[src/hw/pom_pkg.sv]
// Constants, field layouts and types of the PLC output register block
package pom_pkg;
  localparam int          ADDR_W      = 8;
  localparam int          DATA_W      = 16;
  // Register offsets
  localparam logic [7:0]  ADR_L_TGT   = 8'h08;
  localparam logic [7:0]  ADR_L_CMD   = 8'h09;
  localparam logic [7:0]  ADR_R_TGT   = 8'h0d;
  localparam logic [7:0]  ADR_R_CMD   = 8'h0e;
  localparam logic [7:0]  ADR_MASK    = 8'h22;
  localparam logic [7:0]  ADR_US      = 8'h74;
  localparam logic [7:0]  ADR_DS      = 8'hc4;
  localparam logic [7:0]  ADR_TRK1    = 8'hc9;
  localparam logic [7:0]  ADR_TRK2    = 8'hca;
  // Reset value of every register
  localparam logic [15:0] REG_RST     = 16'h0000;
  // Neighbour status codes
  localparam logic [15:0] DS_WAKE     = 16'h0004;
  localparam logic [15:0] DS_EXIT     = 16'h0001;
  localparam logic [15:0] US_HOLD     = 16'h0005;
  localparam logic [15:0] US_RELEASE  = 16'h0001;
  // Mask bit positions
  localparam int          MSK_L_AUX   = 0;
  localparam int          MSK_R_AUX   = 2;
  localparam int          MSK_L_SNS   = 4;
  localparam int          MSK_R_SNS   = 6;
  localparam logic [15:0] MASK_VALID  = 16'h0055;
  // Servo command bits
  localparam int          CMD_ZERO    = 0;
  localparam int          CMD_RUN     = 1;
  // Servo target limits
  localparam logic [15:0] TGT_MIN     = 16'h8001;
  localparam logic [15:0] TGT_MAX     = 16'h7fff;
  localparam logic [15:0] TGT_ILLEGAL = 16'h8000;

  typedef enum logic [2:0] {
    SV_IDLE = 3'b001,
    SV_MOVE = 3'b010,
    SV_DONE = 3'b100
  } pom_sv_state_t;

  typedef struct packed {
    logic zero_ack;
    logic ready;
  } pom_sstat_t;

  typedef struct packed {
    logic run;
    logic ccw;
  } pom_drive_t;
endpackage

[src/hw/pom_plc_output_block.sv]
// Output registers: neighbour status, input mask, servo commands
//
// What this block does
// - Downstream status written 4 wakes downstream neighbour's first zone.
// - Downstream status written 1 reports carton exit, sends tracking.
// - Upstream status written 5 tells upstream discharge zone to hold.
// - Upstream status written 1 tells upstream discharge zone to release.
// - Tracking words are forwarded only in PLC input/output operation.
// - Mask bits 0,2,4,6: left aux, right aux, left and right sensor.
// - Input bit is pin state xor mask bit; LED lights on a one.
// - Entering PLC input/output operation clears the mask.
// - In zone mode auto-configuration loads the mask for blocked LED.
// - Command bit 0 set zeroes that motor's servo position while its servo is idle.
// - Command bit 1 moves the motor to its target value.
// - Target is a signed position, taken at the next run command.
// - Target is limited to -32767 through +32767.
// - Target unit is millimetres for roller, pulses for gear motors.
// - Servo move uses the motor's speed, accel and decel registers.
// - In servo use, ordinary run, stop and direction are ignored.
// - Ready sets when a move ends, clears after run is cleared.
// - Zero command is acknowledged by servo status bit 1.
// - Target at or above the position turns counter-clockwise, below it clockwise.
`timescale 1ns/1ps
`default_nettype none
module pom_plc_output_block
  import pom_pkg::*;
(
  input  wire logic              I_CLOCK,
  input  wire logic              I_SRST,
  input  wire logic              I_WR_EN,
  input  wire logic              I_RD_EN,
  input  wire logic [7:0]        I_ADDR,
  input  wire logic [15:0]       I_WR_DATA,
  output logic      [15:0]       O_RD_DATA,
  output logic                   O_RD_VALID,
  input  wire logic              I_PLC_IO_MODE,
  input  wire logic              I_AUTOCFG_LOAD,
  input  wire logic [15:0]       I_AUTOCFG_MASK,
  input  wire logic [3:0]        I_SENSOR_PINS,
  output logic      [3:0]        O_SENSOR_IN,
  output logic      [3:0]        O_SENSOR_LED,
  input  wire logic [1:0][15:0]  I_SPEED,
  input  wire logic [1:0][15:0]  I_ACCEL,
  input  wire logic [1:0][15:0]  I_DECEL,
  input  wire logic [1:0]        I_SERVO_EN,
  input  wire logic [1:0]        I_RUN_CMD,
  input  wire logic [1:0]        I_DIR_REV,
  input  wire logic [1:0]        I_CFG_CCW,
  output logic      [1:0]        O_MOTOR_RUN,
  output logic      [1:0]        O_MOTOR_CCW,
  output logic      [1:0]        O_MOTOR_STEP,
  output logic      [1:0][15:0]  O_SERVO_POS,
  output pom_sstat_t [1:0]       O_SERVO_STATUS,
  output logic                   O_DS_WAKE,
  output logic                   O_DS_EXIT,
  output logic      [31:0]       O_DS_TRACK,
  output logic                   O_US_HOLD,
  output logic                   O_US_RELEASE
);
  logic [1:0][15:0] cmd_q;
  logic [1:0][15:0] tgt_q;
  logic [15:0]      mask_q;
  logic [15:0]      us_q;
  logic [15:0]      ds_q;
  logic [15:0]      trk1_q;
  logic [15:0]      trk2_q;
  logic             plc_q;
  logic [3:0]       pins_s;
  logic [1:0][15:0] pos_w;
  pom_sstat_t [1:0] stat_w;
  pom_drive_t [1:0] drv_w;
  logic [1:0]       step_w;
  logic [15:0]      rd_d;

  // Write strobes
  wire wr_mask = I_WR_EN && I_ADDR == ADR_MASK;
  wire wr_us   = I_WR_EN && I_ADDR == ADR_US;
  wire wr_ds   = I_WR_EN && I_ADDR == ADR_DS;
  wire wr_trk1 = I_WR_EN && I_ADDR == ADR_TRK1;
  wire wr_trk2 = I_WR_EN && I_ADDR == ADR_TRK2;
  wire [1:0] wr_cmd = {I_WR_EN && I_ADDR == ADR_R_CMD,
                       I_WR_EN && I_ADDR == ADR_L_CMD};
  wire [1:0] wr_tgt = {I_WR_EN && I_ADDR == ADR_R_TGT,
                       I_WR_EN && I_ADDR == ADR_L_TGT};

  wire enter_plc = I_PLC_IO_MODE && !plc_q;
  wire zone_mode = !I_PLC_IO_MODE;

  // clamp the one value outside the range
  wire [15:0] tgt_wr = (I_WR_DATA == TGT_ILLEGAL) ? TGT_MIN : I_WR_DATA;

  wire [3:0] mask_bits = {mask_q[MSK_R_SNS], mask_q[MSK_L_SNS],
                          mask_q[MSK_R_AUX], mask_q[MSK_L_AUX]};
  wire [3:0] cond_in = pins_s ^ mask_bits;

  always_comb begin
    case (I_ADDR)
      ADR_L_TGT: rd_d = tgt_q[0];
      ADR_L_CMD: rd_d = cmd_q[0];
      ADR_R_TGT: rd_d = tgt_q[1];
      ADR_R_CMD: rd_d = cmd_q[1];
      ADR_MASK:  rd_d = mask_q;
      ADR_US:    rd_d = us_q;
      ADR_DS:    rd_d = ds_q;
      ADR_TRK1:  rd_d = trk1_q;
      ADR_TRK2:  rd_d = trk2_q;
      default:   rd_d = 16'h0000;
    endcase
  end

  pom_sync #(
    .W (4)
  ) u_pin_sync (
    .i_clk   (I_CLOCK),
    .i_srst  (I_SRST),
    .i_async (I_SENSOR_PINS),
    .o_sync  (pins_s)
  );

  for (genvar m = 0; m < 2; m++) begin : g_axis
    pom_servo_axis u_axis (
      .i_clk    (I_CLOCK),
      .i_srst   (I_SRST),
      .i_cmd    (cmd_q[m]),
      .i_target (tgt_q[m]),
      .i_speed  (I_SPEED[m]),
      .i_accel  (I_ACCEL[m]),
      .i_decel  (I_DECEL[m]),
      .o_pos    (pos_w[m]),
      .o_stat   (stat_w[m]),
      .o_drive  (drv_w[m]),
      .o_step   (step_w[m])
    );

    always_ff @(posedge I_CLOCK) begin
      if (I_SRST) begin
        cmd_q[m]          <= REG_RST;
        tgt_q[m]          <= REG_RST;
        O_MOTOR_RUN[m]    <= 1'b0;
        O_MOTOR_CCW[m]    <= 1'b0;
        O_MOTOR_STEP[m]   <= 1'b0;
        O_SERVO_POS[m]    <= '0;
        O_SERVO_STATUS[m] <= '0;
      end else begin
        if (wr_cmd[m]) cmd_q[m] <= I_WR_DATA;
        if (wr_tgt[m]) tgt_q[m] <= tgt_wr;
        // servo takes over run and direction
        O_MOTOR_RUN[m]    <= I_SERVO_EN[m] ? drv_w[m].run : I_RUN_CMD[m];
        O_MOTOR_CCW[m]    <= I_SERVO_EN[m] ? drv_w[m].ccw
                                           : I_CFG_CCW[m] ^ I_DIR_REV[m];
        O_MOTOR_STEP[m]   <= I_SERVO_EN[m] && step_w[m];
        O_SERVO_POS[m]    <= pos_w[m];
        O_SERVO_STATUS[m] <= stat_w[m];
      end
    end
  end

  always_ff @(posedge I_CLOCK) begin
    if (I_SRST) begin
      mask_q <= REG_RST;
      plc_q  <= 1'b0;
    end else begin
      plc_q <= I_PLC_IO_MODE;
      // clear on entry to PLC operation
      if (enter_plc) begin
        mask_q <= REG_RST;
      end else if (wr_mask) begin
        mask_q <= I_WR_DATA & MASK_VALID;
      end else if (I_AUTOCFG_LOAD && zone_mode) begin
        mask_q <= I_AUTOCFG_MASK & MASK_VALID;
      end
    end
  end

  always_ff @(posedge I_CLOCK) begin
    if (I_SRST) begin
      us_q   <= REG_RST;
      ds_q   <= REG_RST;
      trk1_q <= REG_RST;
      trk2_q <= REG_RST;
    end else begin
      if (wr_us) us_q <= I_WR_DATA;
      if (wr_ds) ds_q <= I_WR_DATA;
      if (wr_trk1) trk1_q <= I_WR_DATA;
      if (wr_trk2) trk2_q <= I_WR_DATA;
    end
  end

  always_ff @(posedge I_CLOCK) begin
    if (I_SRST) begin
      O_DS_WAKE    <= 1'b0;
      O_DS_EXIT    <= 1'b0;
      O_DS_TRACK   <= '0;
      O_US_HOLD    <= 1'b0;
      O_US_RELEASE <= 1'b0;
    end else begin
      O_DS_WAKE    <= wr_ds && I_WR_DATA == DS_WAKE;
      O_DS_EXIT    <= wr_ds && I_WR_DATA == DS_EXIT;
      O_US_HOLD    <= wr_us && I_WR_DATA == US_HOLD;
      O_US_RELEASE <= wr_us && I_WR_DATA == US_RELEASE;
      if (!I_PLC_IO_MODE) begin
        O_DS_TRACK <= '0;
      end else if (wr_ds && I_WR_DATA == DS_EXIT) begin
        O_DS_TRACK <= {trk1_q, trk2_q};
      end
    end
  end

  always_ff @(posedge I_CLOCK) begin
    if (I_SRST) begin
      O_RD_DATA    <= '0;
      O_RD_VALID   <= 1'b0;
      O_SENSOR_IN  <= '0;
      O_SENSOR_LED <= '0;
    end else begin
      O_RD_VALID   <= I_RD_EN;
      if (I_RD_EN) O_RD_DATA <= rd_d;
      O_SENSOR_IN  <= cond_in;
      O_SENSOR_LED <= cond_in;
    end
  end
endmodule
`default_nettype wire

[src/hw/pom_servo_axis.sv]
// Servo position loop of one motor
`timescale 1ns/1ps
`default_nettype none
module pom_servo_axis
  import pom_pkg::*;
(
  input  wire logic               i_clk,
  input  wire logic               i_srst,
  input  wire logic        [15:0] i_cmd,
  input  wire logic signed [15:0] i_target,
  input  wire logic        [15:0] i_speed,
  input  wire logic        [15:0] i_accel,
  input  wire logic        [15:0] i_decel,
  output logic signed      [15:0] o_pos,
  output pom_sstat_t              o_stat,
  output pom_drive_t              o_drive,
  output logic                    o_step
);
  pom_sv_state_t      state_q;
  logic signed [15:0] tgt_q;
  logic signed [15:0] start_q;
  logic        [15:0] acc_q;

  wire               run_w  = i_cmd[CMD_RUN];
  wire               zero_w = i_cmd[CMD_ZERO];
  wire signed [16:0] diff_w = 17'(tgt_q) - 17'(o_pos);
  wire signed [16:0] trav_w = 17'(o_pos) - 17'(start_q);
  wire        [16:0] rem_w  = diff_w[16] ? 17'(-diff_w) : 17'(diff_w);
  wire        [16:0] done_w = trav_w[16] ? 17'(-trav_w) : 17'(trav_w);
  // Half speed inside the accel and decel distances
  wire        ramp_w = (done_w < {1'b0, i_accel}) ||
                       (rem_w <= {1'b0, i_decel});
  wire [15:0] vraw_w = ramp_w ? {1'b0, i_speed[15:1]} : i_speed;
  wire [15:0] vel_w  = (vraw_w == 16'h0000) ? 16'h0001 : vraw_w;
  wire [16:0] sum_w  = {1'b0, acc_q} + {1'b0, vel_w};
  wire        up_w   = !diff_w[16];
  wire signed [15:0] nxt_w = up_w ? o_pos + 16'sh0001
                                  : o_pos - 16'sh0001;

  always_ff @(posedge i_clk) begin
    if (i_srst) begin
      state_q  <= SV_IDLE;
      tgt_q    <= '0;
      start_q  <= '0;
      acc_q    <= '0;
      o_pos    <= '0;
      o_stat   <= '0;
      o_drive  <= '0;
      o_step   <= 1'b0;
    end else begin
      o_step <= 1'b0;
      // zero ack follows the command bit
      if (!zero_w) o_stat.zero_ack <= 1'b0;
      case (state_q)
        SV_IDLE: begin
          acc_q <= '0;
          if (zero_w) begin
            o_pos           <= '0;
            o_stat.zero_ack <= 1'b1;
          end else if (run_w) begin
            tgt_q   <= i_target;
            start_q <= o_pos;
            state_q <= (i_target == o_pos) ? SV_DONE : SV_MOVE;
          end
        end
        SV_MOVE: begin
          acc_q <= sum_w[15:0];
          // step rate from speed and ramps
          if (!run_w) begin
            state_q <= SV_IDLE;
          end else if (sum_w[16]) begin
            // one count per millimetre or pulse
            o_pos  <= nxt_w;
            o_step <= 1'b1;
            if (nxt_w == tgt_q) state_q <= SV_DONE;
          end
        end
        SV_DONE: begin
          o_stat.ready <= run_w;
          if (!run_w) state_q <= SV_IDLE;
        end
        default: state_q <= SV_IDLE;
      endcase
      o_drive.run <= (state_q == SV_MOVE) && run_w;
      o_drive.ccw <= up_w;
    end
  end
endmodule
`default_nettype wire

[src/hw/pom_sync.sv]
// Two-flop synchroniser for pin inputs
`timescale 1ns/1ps
`default_nettype none
module pom_sync #(
  parameter int W = 4
) (
  input  wire logic         i_clk,
  input  wire logic         i_srst,
  input  wire logic [W-1:0] i_async,
  output logic      [W-1:0] o_sync
);
  logic [W-1:0] meta_q;

  if (W < 1) begin : g_chk
    $error("pom_sync: W must be at least 1");
  end

  always_ff @(posedge i_clk) begin
    if (i_srst) begin
      meta_q <= '0;
      o_sync <= '0;
    end else begin
      meta_q <= i_async;
      o_sync <= meta_q;
    end
  end
endmodule
`default_nettype wire

[config.mk]
export PLATFORM = sky130hd
export DESIGN_NAME = pom_plc_output_block
export DESIGN_NICKNAME = d
export VERILOG_FILES = /design/src/hw/pom_pkg.sv /design/src/hw/pom_plc_output_block.sv /design/src/hw/pom_servo_axis.sv /design/src/hw/pom_sync.sv
export SDC_FILE = /design/constraint.sdc
export NUM_CORES = 1
export LEC_CHECK = 0
export ABC_AREA = 1
export BUFFER_PORTS_ARGS = -buffer_cell sky130_fd_sc_hd__buf_2
export CAP_MARGIN = 0
export CORE_ASPECT_RATIO = 1.5
export CORE_MARGIN = 2
export CORE_UTILIZATION = 40
export CTS_BUF_LIST = sky130_fd_sc_hd__clkbuf_16
export DETAILED_ROUTE_END_ITERATION = 12
export GPL_TIMING_DRIVEN = 0
export SLEW_MARGIN = 20
export SYNTH_ARGS = -nofsm -noshare
export SYNTH_HDL_FRONTEND = slang
export SYNTH_SLANG_ARGS = --single-unit
[constraint.sdc]
create_clock -name I_CLOCK -period 10.6 [get_ports I_CLOCK]
set_input_delay 2.12 -clock I_CLOCK [delete_from_list [all_inputs] [get_ports I_CLOCK]]
set_output_delay 2.12 -clock I_CLOCK [all_outputs]
set_load 0.005 [all_outputs]
==> key figures, run 1 <==
Worst setup path
  – Setup crit start: g_axis[1].u_axis.o_pos[0]$_SDFFE_PP0P_
  – Critical Path Source Type: flop
  – CP most frequent cell: nand2_1
  – WS Path Type: reg -> reg
  – WP data required: 11,080 ps
  – Maximum fanout along the worst path: 10
  – Crit path DAT: between 8000 and 9000 ps
  – Worst Setup End Kind: flop
  – CP peak stage delay: between 400 and 500 ps
  – Crit Reg-Reg Startpoint: g_axis[1].u_axis.o_pos[0]$_SDFFE_PP0P_
  – Worst path slowest cell: fa_1

Outcome
  – Outcome: complete, no violations

Synthesis
  – Area contributors post-synth: dfxtp_1, nand2_1, ha_1
  – Commonest cells post-synth: nand2_1, inv_1, a21oi_1
  – Seq cells post-synth: approximately 380
  – Asr flop ratio synth: 0%
  – Number of flops mapped to enable cells by yosys: 0
  – Netlist cell types: 63
  – Syn avg cell area: 6.76 µm²
  – Ys flop type: dfxtp_1
  – Top-count cell post-synth: nand2_1
  – Register area share after synthesis: between 30% and 40%
  – Net Count, Synth: about 4,000
  – Yosys warnings: 0
  – Largest area contributor in the netlist: dfxtp_1
  – Gate Count Post-Synth: around 3,700
  – Post-synth top area share: 30.9%
  – Synthesized area: ~25,000 µm²

Timing
  – Final Critical Period: about 8500 ps
  – # setup viols final: 0
  – Clock skew: between 30 and 40 ps
  – Setup ws final: between 2000 and 2500 ps
  – Crit share post-route: roughly 80%
  – Slew @ Worst Pin: ~1000 ps
  – Unrepaired setup endpoints after global routing: no
  – Hold Fails Final Rpt: 0
  – Slew Viols, Final: 0
  – Worst Hold Slack: 400 ps
  – Setup_tns: 0 ps
  – FMAX: 118 MHz
  – Relative max-transition margin: ~32%

Final layout
  – Diode count: 0
  – Register Area: just under 8000 µm²
  – Final #Nets: 4,320
  – Fin area: about 29,000 µm²
  – # fillers: around 6,600
  – Layout cells sized above 1: 10.1%
  – Syn-to-layout area delta: 14.9%
  – Multi-input logic area: around 15,000 µm²

Global route
  – Vias in the first global route: about 24,000
  – Global-route usage over all layers: about a quarter
  – GRT Residual Overflow: 0
  – Initial antenna violation count: 2
  – First-pass GRT wire length: 134 mm
  – Largest net degree at the start of global routing: 24

Floorplan
  – Initial Util: 40.2%
  – Die Span X: slightly above 200 µm
  – Chip height: just over 300 µm
  – # IOs: 257
  – Core box area: 61,900 µm²
  – Rows: around 110
  – DIE AREA: 64,300 µm²

Pwr
  – IR Drop Worst-Case VDD: 123 µV
  – Leakage: about 0.014 µW
  – Final Power: around 4200 µW
  – Power Density: between 100 and 150 nW/µm²

Placed design
  – DP Wirelength: 71.3 mm
  – Placed cell area: 27,100 µm²
  – # port buffers: about 240
  – Dpl ws: a little over 2000 ps
  – GPL Wtd Cong: slightly above 0.9

CTS
  – CTS Hold Bufs: 0
  – Clock Latency Late Sink: 620 ps
  – CTS tree: yes
  – CTS Buf Count: 40
  – Setup repair bufs after CTS: 0
  – Post-CTS sizing: 0
  – CTS root buf: clkbuf_16
  – CTS Sinks: ~380
  – H-tree levels: 2
  – CTS Buffer Depth: 3
  – Reg clk slew, reported paths: approximately 60 ps

Routing
  – DRT Pass-1 Iters: 6
  – Final ANT Viol Nets: 0
  – Vias/cell: approximately 5.2
  – Routed wire length per instance: about 18 µm
  – DR iter-0 viols: around 1,700
  – Remaining DRCs: 0
  – DR vias: 25,000
  – Post-Route WL: 88.5 mm

Worst hold path
  – Hold Crit Class: reg -> reg
  – Hold path startpoint: u_pin_sync.meta_q[3]$_SDFF_PP0_

Job
  – Total of max-cap violations: 0
## cell families after synthesis
group	synth area share (%)
flops	30.9
compound gates	19.5
simple gates	24.2
xor+xnor	4.88
mux	0.0452
fa+ha+maj	10.2
buf+inv	10.4
## path summary, 6_finish.rpt
check	endpoint	slack, ps	cells past startpoint
worst max-delay path	g_axis[1].u_axis.o_pos[11]$_SDFFE_PP0P_	2120	47
worst min-delay path	u_pin_sync.o_sync[3]$_SDFF_PP0_	400	2
worst max register to register	g_axis[1].u_axis.o_pos[11]$_SDFFE_PP0P_	2120	47
worst min register to register	u_pin_sync.o_sync[3]$_SDFF_PP0_	400	2
## metal layers
metal | GRT usage [%] | wire length, µm
met2 | 48.6 | 43500
met4 | 13.1 | 4780
met5 | 0 | 24
met3 | 3.33 | 4250
met1 | 30.7 | 35900
## cells in the final DEF, fill, tap and decap left out, types with 6 or more instances in the layout
master / synthesis / routed
inv_1: 544 / 547
dfxtp_1: 384 / 384
a221oi_1: 7 / 7
nand3_1: 201 / 201
nor2_1: 300 / 300
nor2_2: 9 / 9
o21bai_1: 10 / 10
buf_2: 4 / 246
nand2_1: 731 / 731
o2111ai_1: 6 / 6
nand4_1: 48 / 48
o31ai_1: 29 / 29
fa_1: 8 / 8
o22ai_1: 15 / 15
clkinv_1: 9 / 14
nor4_1: 9 / 8
nand3b_1: 14 / 14
inv_2: 10 / 10
nand2_4: 6 / 6
buf_4: 5 / 7
o21ai_1: 9 / 9
a31oi_1: 14 / 14
or2_2: 11 / 11
xnor2_1: 41 / 41
xor2_1: 87 / 87
clkbuf_16: 0 / 40
ha_1: 190 / 190
bufinv_16: 0 / 10
a211oi_1: 24 / 24
nand2_2: 21 / 21
o211ai_1: 14 / 14
nor3_1: 30 / 29
clkbuf_1: 93 / 92
buf_1: 12 / 11
a21o_1: 14 / 14
a21oi_1: 430 / 430
nand3_2: 9 / 9
o21ai_0: 287 / 287
## state kept, by name, summed over array words and instances (netlist names), 32 cells and up
signal,count
O_DS_TRACK,32
O_SERVO_POS,32
cmd_q,32
g_axis.u_axis.acc_q,32
g_axis.u_axis.o_pos,32
g_axis.u_axis.start_q,32
g_axis.u_axis.tgt_q,32
tgt_q,32
## final cells by class
class                           instances  share of cell area [%]
Buffer                                116                    1.67
Clock buffer                           40                    3.50
Clock inverter                         32                    1.68
Inverter                              563                    7.38
Multi-Input combinational cell       2620                    51.2
Sequential cell                       384                    26.9
Tap cell                              798                    3.49
Timing Repair Buffer                  243                    4.27
## critical path: cells and delay by family, from the launching register on
family	cells	cell delay [ps]
buf+inv	9	1570
simple gates	25	2900
xor+xnor	2	500
fa+ha+maj	5	1510
compound gates	6	1380
flops	1	420
## through the flow
stage / instances / utilization, %
floorplan: 3683 / -
global placement: 4722 / 43.8
detailed placement: 4724 / 43.8
CTS: 4796 / 46.2
global route: 4796 / 46.2
finish: 4796 / 46.2
## power by group
| group | leakage (µW) | switching [µW] | internal, µW |
|---|---|---|---|
| clock | 0.000722 | 675 | 949 |
| combinational | 0.0103 | 759 | 364 |
| sequential | 0.00310 | 16.5 | 1460 |
Note: power is estimated with default switching activity, not from simulation.
==> run 2: changes to the inputs <==
- ABC_AREA: 1 -> 0
- clock period: 10.6 -> 8.1 ns (I/O delays scaled with it)
==> run 2 against run 1 <==
  * Worst hold slack improved by 40 ps
  * Via count down 10%
  * Flip-flop and latch count did not move
  * Area after synthesis fell by 3.8%
  * Register-to-register slack got worse by 1800 ps
==> key figures, run 2 <==
Worst hold path
  – Worst hold path endpoint: u_pin_sync.o_sync[1]$_SDFF_PP0_ (was u_pin_sync.o_sync[3]$_SDFF_PP0_)
  – Hold Crit Class: reg -> reg (unchanged)
  – Hold Path Depth: 1 (was 2)
  – Hold path startpoint: u_pin_sync.meta_q[1]$_SDFF_PP0_ (was u_pin_sync.meta_q[3]$_SDFF_PP0_)

Global route
  – Vias in the first global route: 21,600 (was 23,600)
  – Largest net degree at the start of global routing: 24 (unchanged)
  – Global-route usage over all layers: 24.3% (was 26.6%)
  – Initial antenna violation count: 1 (was 2)
  – First-pass GRT wire length: 119 mm (was 134 mm)
  – GRT Residual Overflow: 0 (unchanged)

Worst setup path
  – Flop2flop setup slack: 340 ps (was 2120 ps)
  – WS Path Type: reg -> reg (unchanged)
  – Worst path slowest cell: a2111oi_1 (was fa_1)
  – FF-to-FF path depth: 33 (was 47)
  – Critical Path Source Type: flop (unchanged)
  – WP data required: 8580 ps (was 11,080 ps)
  – Worst reg2reg endpoint: g_axis[1].u_axis.o_pos[1]$_SDFFE_PP0P_ (was g_axis[1].u_axis.o_pos[11]$_SDFFE_PP0P_)
  – Crit path DAT: 8230 ps (was 8960 ps)
  – CP peak stage delay: 630 ps (was 460 ps)
  – Maximum fanout along the worst path: 10 (unchanged)
  – Worst Setup End Kind: flop (unchanged)
  – Crit Reg-Reg Startpoint: g_axis[1].u_axis.tgt_q[0]$_SDFFE_PP0P_ (was g_axis[1].u_axis.o_pos[0]$_SDFFE_PP0P_)
  – CP most frequent cell: ha_1 (was nand2_1)

Synthesis
  – Gate Count Post-Synth: 3,075 (was 3,683)
  – Area contributors post-synth: dfxtp_1, ha_1, nand2_1 (was dfxtp_1, nand2_1, ha_1)
  – Largest area contributor in the netlist: dfxtp_1 (unchanged)
  – Synthesized area: 24,000 µm² (was 24,900 µm²)
  – Commonest cells post-synth: nand2_1, dfxtp_1, a21oi_1 (was nand2_1, inv_1, a21oi_1)
  – Asr flop ratio synth: 0% (unchanged)
  – Yosys warnings: 0 (unchanged)
  – Seq cells post-synth: 384 (unchanged)
  – Netlist cell types: 92 (was 63)
  – Top-count cell post-synth: nand2_1 (unchanged)
  – Post-synth top area share: 32.1% (was 30.9%)
  – Number of flops mapped to enable cells by yosys: 0 (unchanged)
  – Ys flop type: dfxtp_1 (unchanged)
  – Syn avg cell area: 7.79 µm² (was 6.76 µm²)
  – Net Count, Synth: 3,427 (was 4,035)
  – Register area share after synthesis: 32.1% (was 30.9%)

Routing
  – Post-Route WL: 76.9 mm (was 88.5 mm)
  – DR iter-0 viols: 1,201 (was 1,664)
  – DRT Pass-1 Iters: 5 (was 6)
  – Vias/cell: 5.37 (was 5.21)
  – Routed wire length per instance: 18.5 µm (was 18.4 µm)
  – Remaining DRCs: 0 (unchanged)
  – DR vias: 22,400 (was 25,000)
  – Final ANT Viol Nets: 0 (unchanged)

Placed design
  – # port buffers: 230 (was 241)
  – DP Wirelength: 61.1 mm (was 71.3 mm)
  – GPL Wtd Cong: 0.934 (was 0.933)

Final layout
  – Syn-to-layout area delta: 16.6% (was 14.9%)
  – Layout cells sized above 1: 12.8% (was 10.1%)
  – Final Util: 47.3% (was 46.2%)
  – Final #Nets: 3,718 (was 4,320)
  – Most frequent cells in the layout: nand2_1, dfxtp_1, a21oi_1, nor2_1, buf_2 (was nand2_1, inv_1, a21oi_1, dfxtp_1, nor2_1)
  – Commonest non-fill, non-tap cell in the layout: nand2_1 (unchanged)

Floorplan
  – Chip height: 304 µm (was 310 µm)
  – Core box area: 59,100 µm² (was 61,900 µm²)
  – Die Span X: 204 µm (was 208 µm)
  – # IOs: 257 (unchanged)
  – DIE AREA: 61,900 µm² (was 64,300 µm²)
  – Initial Util: 40.6% (was 40.2%)
  – Rows: 109 (was 112)

Timing
  – Final Critical Period: 7760 ps (was 8480 ps)
  – FMAX: 129 MHz (was 118 MHz)
  – Relative max-transition margin: 28.5% (was 32.0%)
  – Hold Fails Final Rpt: 0 (unchanged)
  – Clock skew: 30.0 ps (was 35.9 ps)
  – Worst Hold Slack: 441 ps (was 400 ps)
  – Slew @ Worst Pin: 1070 ps (was 1020 ps)
  – Slew Viols, Final: 0 (unchanged)
  – # setup viols final: 0 (unchanged)
  – Crit share post-route: 95.7% (was 80.0%)

Pwr
  – Power Density: 150 nW/µm² (was 148 nW/µm²)
  – IR Drop Worst-Case VDD: 152 µV (was 123 µV)
  – Net switching power: 1080 µW (was 1450 µW)
  – Combinational share of power: 7.6% (was 26.6%)
  – Clock power frac: 46.7% (was 38.4%)
  – Leakage: 0.0117 µW (was 0.0141 µW)
  – Switch share: 25.7% (was 34.3%)
  – Internal power: 3110 µW (was 2770 µW)
  – Sequential power share: 45.7% (was 35.0%)

CTS
  – CTS Sinks: 384 (unchanged)
  – H-tree levels: 2 (unchanged)
  – CTS Hold Bufs: 0 (unchanged)
  – CTS Buf Count: 40 (unchanged)
  – Clock Latency Late Sink: 590 ps (was 620 ps)
  – CTS Buffer Depth: 3 (unchanged)
  – Reg clk slew, reported paths: 60 ps (about the same)
  – CTS tree: yes (unchanged)
  – CTS root buf: clkbuf_16 (unchanged)

Job
  – Total of max-cap violations: 0 (unchanged)

Outcome
  – Outcome: complete, no violations (unchanged)
run 2: cell types whose count changed after synthesis, moves of 46 or more:
cell | previous run | this run
nor2_1 | 300 | 254
nand2_1 | 731 | 528
nand3_1 | 201 | 52
inv_1 | 544 | 171
o21ai_0 | 287 | 78
xnor2_1 | 41 | 112
a21oi_1 | 430 | 359
clkbuf_1 | 93 | 140
a22oi_1 | 0 | 56
run 2: worst max-delay path by stage:
stage / cells after the start / from / slack, ps / to
final: 33 / g_axis[1].u_axis.tgt_q[0]$_SDFFE_PP0P_ / 340 / g_axis[1].u_axis.o_pos[1]$_SDFFE_PP0P_
after global routing: 32 / g_axis[1].u_axis.o_pos[0]$_SDFFE_PP0P_ / -50 / g_axis[1].u_axis.o_pos[1]$_SDFFE_PP0P_
after CTS: 37 / g_axis[1].u_axis.o_pos[0]$_SDFFE_PP0P_ / 8 / g_axis[1].u_axis.o_pos[1]$_SDFFE_PP0P_
after global placement: 38 / g_axis[0].u_axis.o_pos[0]$_SDFFE_PP0P_ / -1930 / g_axis[0].u_axis.o_pos[1]$_SDFFE_PP0P_
after detailed placement: 38 / g_axis[0].u_axis.o_pos[0]$_SDFFE_PP0P_ / -1960 / g_axis[0].u_axis.o_pos[1]$_SDFFE_PP0P_
after floorplan: 36 / g_axis[1].u_axis.o_pos[0]$_SDFFE_PP0P_ / 700 / g_axis[1].u_axis.o_pos[2]$_SDFFE_PP0P_
run 2: layer usage:
layer / track usage (%) / vias to the layer above / part of all wire (%)
li1: - / 11300 / -
met1: 27.5 / 10300 / 40
met2: 44.6 / 563 / 50
met3: 2.92 / 169 / 4.2
met4: 11.9 / 0 / 5.1
met5: 0 / - / 0
run 2: timing repair:
item                                    CTS  global route
resized for setup                        49            47
endpoints found under the setup margin   59            42
pin swaps                                10            15
setup buffers                             8            12
run 2: power groups by stage:
stage               sequential, µW  clock, µW  combinational, µW
floorplan                     1950          0                183
global placement              1950          0                320
detailed placement            1960          0                319
CTS                           1910       2000                321
global route                  1910       2070                351
finish                        1910       1950                318
run 2: kinds of logic (layout without fill, tap and decap cells):
family	count (synthesis)	in the layout	synth area share [%]
DFF	384	384	32.1
muxes	49	49	2.31
AOI/OAI and AO/OA	800	800	21.0
and+or+nand+nor	1104	1104	20.7
buffers and inverters	327	644	5.32
xor gates and xnor gates	213	213	7.97
other	0	1	0
adders and majority gates	198	198	10.6
run 2: critical path, delay by kind of cell (launching register included):
kind                       cells  cell delay (ps)
xor gates and xnor gates       1              160
DFF                            1              330
adders and majority gates      4             1330
and+or+nand+nor                4              560
buffers and inverters          6             1040
AOI/OAI and AO/OA             17             3920
muxes                          1              300
run 2: layout make-up:
class                      instances  area [µm²]
multi-input combinational       2364       15300
antenna                            1        2.50
tap                              777         972
inverter                         173         657
sequential                       384        7690
buffer                           152         669
clock buffer                      40        1000
clock inverter                    28         343
fill                            6046       31100
timing repair buffer             251        1320
run 2: stage by stage:
stage / setup TNS (ps) / cells / instance area, µm² / power (µW) / setup WS, ps
after global routing: -66.9 / 4170 / 27900 / 4340 / -54.2
after detailed placement: -72270 / 4083 / 26100 / 2270 / -1960
after floorplan: 0 / 3075 / 24000 / 2140 / 697
after CTS: 0 / 4158 / 27700 / 4240 / 8.31
after global placement: -71200 / 4082 / 26100 / 2270 / -1930
final: 0 / 4170 / 27900 / 4180 / 344
==> run 3: changes to the inputs <==
- BUFFER_PORTS_ARGS: -buffer_cell sky130_fd_sc_hd__buf_2 -> default
- DONT_BUFFER_PORTS: default -> 1
==> run 3 against run 2 <==
  * Flip-flop and latch count is the same
  * Wire length grew 0.24%
  * Die area is the same
  * Sequential power is essentially flat
  * Clock power shrank 6%
  * Critical path depth grew 4
  * Largest power group is now registers
==> key figures, run 3 (same netlist as run 2, synthesis figures left out) <==
Global route
  – Vias in the first global route: 21,300 (was 21,600)
  – GRT Residual Overflow: 0 (unchanged)
  – First-pass GRT wire length: 119 mm (about the same)
  – Global-route usage over all layers: 24.4% (was 24.3%)
  – Largest net degree at the start of global routing: 24 (unchanged)
  – Initial antenna violation count: 1 (unchanged)

Worst setup path
  – Flop2flop setup slack: 280 ps (was 340 ps)
  – Worst reg2reg endpoint: g_axis[1].u_axis.o_pos[12]$_SDFFE_PP0P_ (was g_axis[1].u_axis.o_pos[1]$_SDFFE_PP0P_)
  – Worst path slowest cell: or4_4 (was a2111oi_1)
  – FF-to-FF path depth: 37 (was 33)
  – Crit Reg-Reg Startpoint: g_axis[1].u_axis.o_pos[0]$_SDFFE_PP0P_ (was g_axis[1].u_axis.tgt_q[0]$_SDFFE_PP0P_)
  – CP peak stage delay: 550 ps (was 630 ps)
  – Critical Path Source Type: flop (unchanged)
  – Crit path DAT: 8340 ps (was 8230 ps)
  – Worst Setup End Kind: flop (unchanged)
  – WP data required: 8620 ps (was 8580 ps)
  – Maximum fanout along the worst path: 10 (unchanged)
  – WS Path Type: reg -> reg (unchanged)

Outcome
  – Outcome: complete, no violations (unchanged)

Routing
  – Routed wire length per instance: 19.6 µm (was 18.5 µm)
  – DR iter-0 viols: 1,033 (was 1,201)
  – Vias/cell: 5.46 (was 5.37)
  – Post-Route WL: 77.1 mm (was 76.9 mm)
  – Remaining DRCs: 0 (unchanged)
  – Final ANT Viol Nets: 0 (unchanged)
  – DR vias: 21,500 (was 22,400)
  – DRT Pass-1 Iters: 7 (was 5)

Timing
  – Hold Fails Final Rpt: 0 (unchanged)
  – Setup_tns: 0 ps (unchanged)
  – Final Critical Period: 7820 ps (was 7760 ps)
  – FMAX: 128 MHz (was 129 MHz)
  – Crit share post-route: 96.6% (was 95.7%)
  – Unrepaired setup endpoints after global routing: no
  – Slew Viols, Final: 0 (unchanged)
  – Clock skew: 51.9 ps (was 30.0 ps)
  – Worst Hold Slack: 436 ps (was 441 ps)
  – Setup ws final: 278 ps (was 344 ps)
  – Slew @ Worst Pin: 983 ps (was 1070 ps)
  – # setup viols final: 0 (unchanged)
  – Relative max-transition margin: 34.3% (was 28.5%)

Final layout
  – Final #Nets: 3,491 (was 3,718)
  – Syn-to-layout area delta: 11.6% (was 16.6%)
  – Layout cells sized above 1: 6.47% (was 12.8%)
  – Commonest non-fill, non-tap cell in the layout: nand2_1 (unchanged)
  – Most frequent cells in the layout: nand2_1, dfxtp_1, a21oi_1, nor2_1, ha_1 (was nand2_1, dfxtp_1, a21oi_1, nor2_1, buf_2)

Pwr
  – Switch share: 26.1% (was 25.7%)
  – Sequential power share: 47.5% (was 45.7%)
  – Net switching power: 1050 µW (was 1080 µW)
  – Leakage: 0.0106 µW (was 0.0117 µW)
  – Combinational share of power: 6.9% (was 7.6%)
  – Power Density: 151 nW/µm² (was 150 nW/µm²)
  – IR Drop Worst-Case VDD: 177 µV (was 152 µV)
  – Clock power frac: 45.6% (was 46.7%)
  – Internal power: 2980 µW (was 3110 µW)

Floorplan
  – Core box area: 59,100 µm² (unchanged)
  – Die Span X: 204 µm (unchanged)
  – Rows: 109 (unchanged)
  – # IOs: 257 (unchanged)
  – Chip height: 304 µm (unchanged)
  – DIE AREA: 61,900 µm² (unchanged)
  – Initial Util: 40.6% (unchanged)

CTS
  – Reg clk slew, reported paths: 70 ps (was 60 ps)
  – CTS Buffer Depth: 3 (unchanged)
  – CTS tree: yes (unchanged)
  – CTS Sinks: 384 (unchanged)
  – H-tree levels: 2 (unchanged)
  – CTS root buf: clkbuf_16 (unchanged)
  – Clock Latency Late Sink: 590 ps (about the same)
  – CTS Hold Bufs: 0 (unchanged)
  – CTS Buf Count: 41 (was 40)

Placed design
  – GPL Wtd Cong: 0.921 (was 0.934)
  – DP Wirelength: 61.1 mm (about the same)
  – Dpl ws: -2010 ps (was -1960 ps)
  – # port buffers: 0 (was 230)

Worst hold path
  – Hold Crit Class: reg -> reg (unchanged)
  – Hold path startpoint: u_pin_sync.meta_q[1]$_SDFF_PP0_ (unchanged)
  – Worst hold path endpoint: u_pin_sync.o_sync[1]$_SDFF_PP0_ (unchanged)
  – Hold Path Depth: 1 (unchanged)

Job
  – Total of max-cap violations: 0 (unchanged)
[run 3: cell types whose count changed in the layout (fill, tap and decap cells not counted), sizes merged]
cell / previous run / this run
clkinvlp: 2 / 1
clkbuf: 173 / 172
clkinv: 14 / 18
bufinv: 6 / 2
inv: 179 / 182
buf: 270 / 44
[run 3: power groups by stage]
stage               clock network (µW)  logic (µW)  registers (µW)
floorplan                            0         183            1950
global placement                     0         279            1960
detailed placement                   0         279            1960
CTS                               1880         281            1910
global route                      1960         308            1910
finish                            1840         279            1910
[run 3: worst max path at each step]
stage	slack, ps	end	startpoint	cells after the start
finish	280	g_axis[1].u_axis.o_pos[12]$_SDFFE_PP0P_	g_axis[1].u_axis.o_pos[0]$_SDFFE_PP0P_	37
global route	20	g_axis[0].u_axis.o_pos[2]$_SDFFE_PP0P_	g_axis[0].u_axis.o_pos[0]$_SDFFE_PP0P_	37
CTS	7	g_axis[1].u_axis.o_pos[8]$_SDFFE_PP0P_	g_axis[1].u_axis.o_pos[0]$_SDFFE_PP0P_	37
detailed placement	-2010	g_axis[0].u_axis.o_pos[2]$_SDFFE_PP0P_	g_axis[0].u_axis.o_pos[0]$_SDFFE_PP0P_	38
global placement	-1990	g_axis[0].u_axis.o_pos[2]$_SDFFE_PP0P_	g_axis[0].u_axis.o_pos[0]$_SDFFE_PP0P_	38
floorplan	700	g_axis[1].u_axis.o_pos[2]$_SDFFE_PP0P_	g_axis[1].u_axis.o_pos[0]$_SDFFE_PP0P_	36
[run 3: repair_timing]
| item | CTS | global route |
|---|---|---|
| setup buffers | 12 | 11 |
| cloned | 0 | 0 |
| endpoints found under the setup margin | 59 | 45 |
| resized for setup | 49 | 51 |
| pin swaps | 11 | 18 |
[run 3: cell type report]
cell class | count | area, µm²
Inverter | 173 | 654
Clock inverter | 30 | 254
Fill cell | 5986 | 32300
Tap cell | 777 | 972
Antenna cell | 1 | 2.50
Clock buffer | 41 | 1030
Sequential cell | 384 | 7700
Timing Repair Buffer | 24 | 196
Multi-Input combinational cell | 2364 | 15300
Buffer | 151 | 654
[run 3: stage by stage]
stage / utilization, % / power (µW) / area (µm²) / std cells
after global placement: 42.2 / 2230 / 24900 / 3852
after floorplan: - / 2140 / 24000 / 3075
after CTS: 44.9 / 4080 / 26500 / 3935
after detailed placement: 42.2 / 2230 / 24900 / 3853
after global routing: 45.3 / 4180 / 26700 / 3945
final: 45.3 / 4030 / 26700 / 3945
[run 3: critical path, delay by kind of cell, from the launching register on]
family	cells	cell delay, ps
DFF	1	320
buffers and inverters	7	840
xor gates and xnor gates	1	110
adders and majority gates	5	1370
muxes	1	170
AOI/OAI and AO/OA	14	2670
and+or+nand+nor	9	2260
[run 3: layer usage]
| layer | track usage [%] | part of all wire [%] | up-vias |
|---|---|---|---|
| met5 | 0 | 0 | - |
| met4 | 13.6 | 6.1 | 0 |
| met3 | 3.92 | 4.4 | 179 |
| met2 | 44.3 | 50 | 531 |
| met1 | 26.8 | 40 | 9965 |
| li1 | - | - | 10900 |
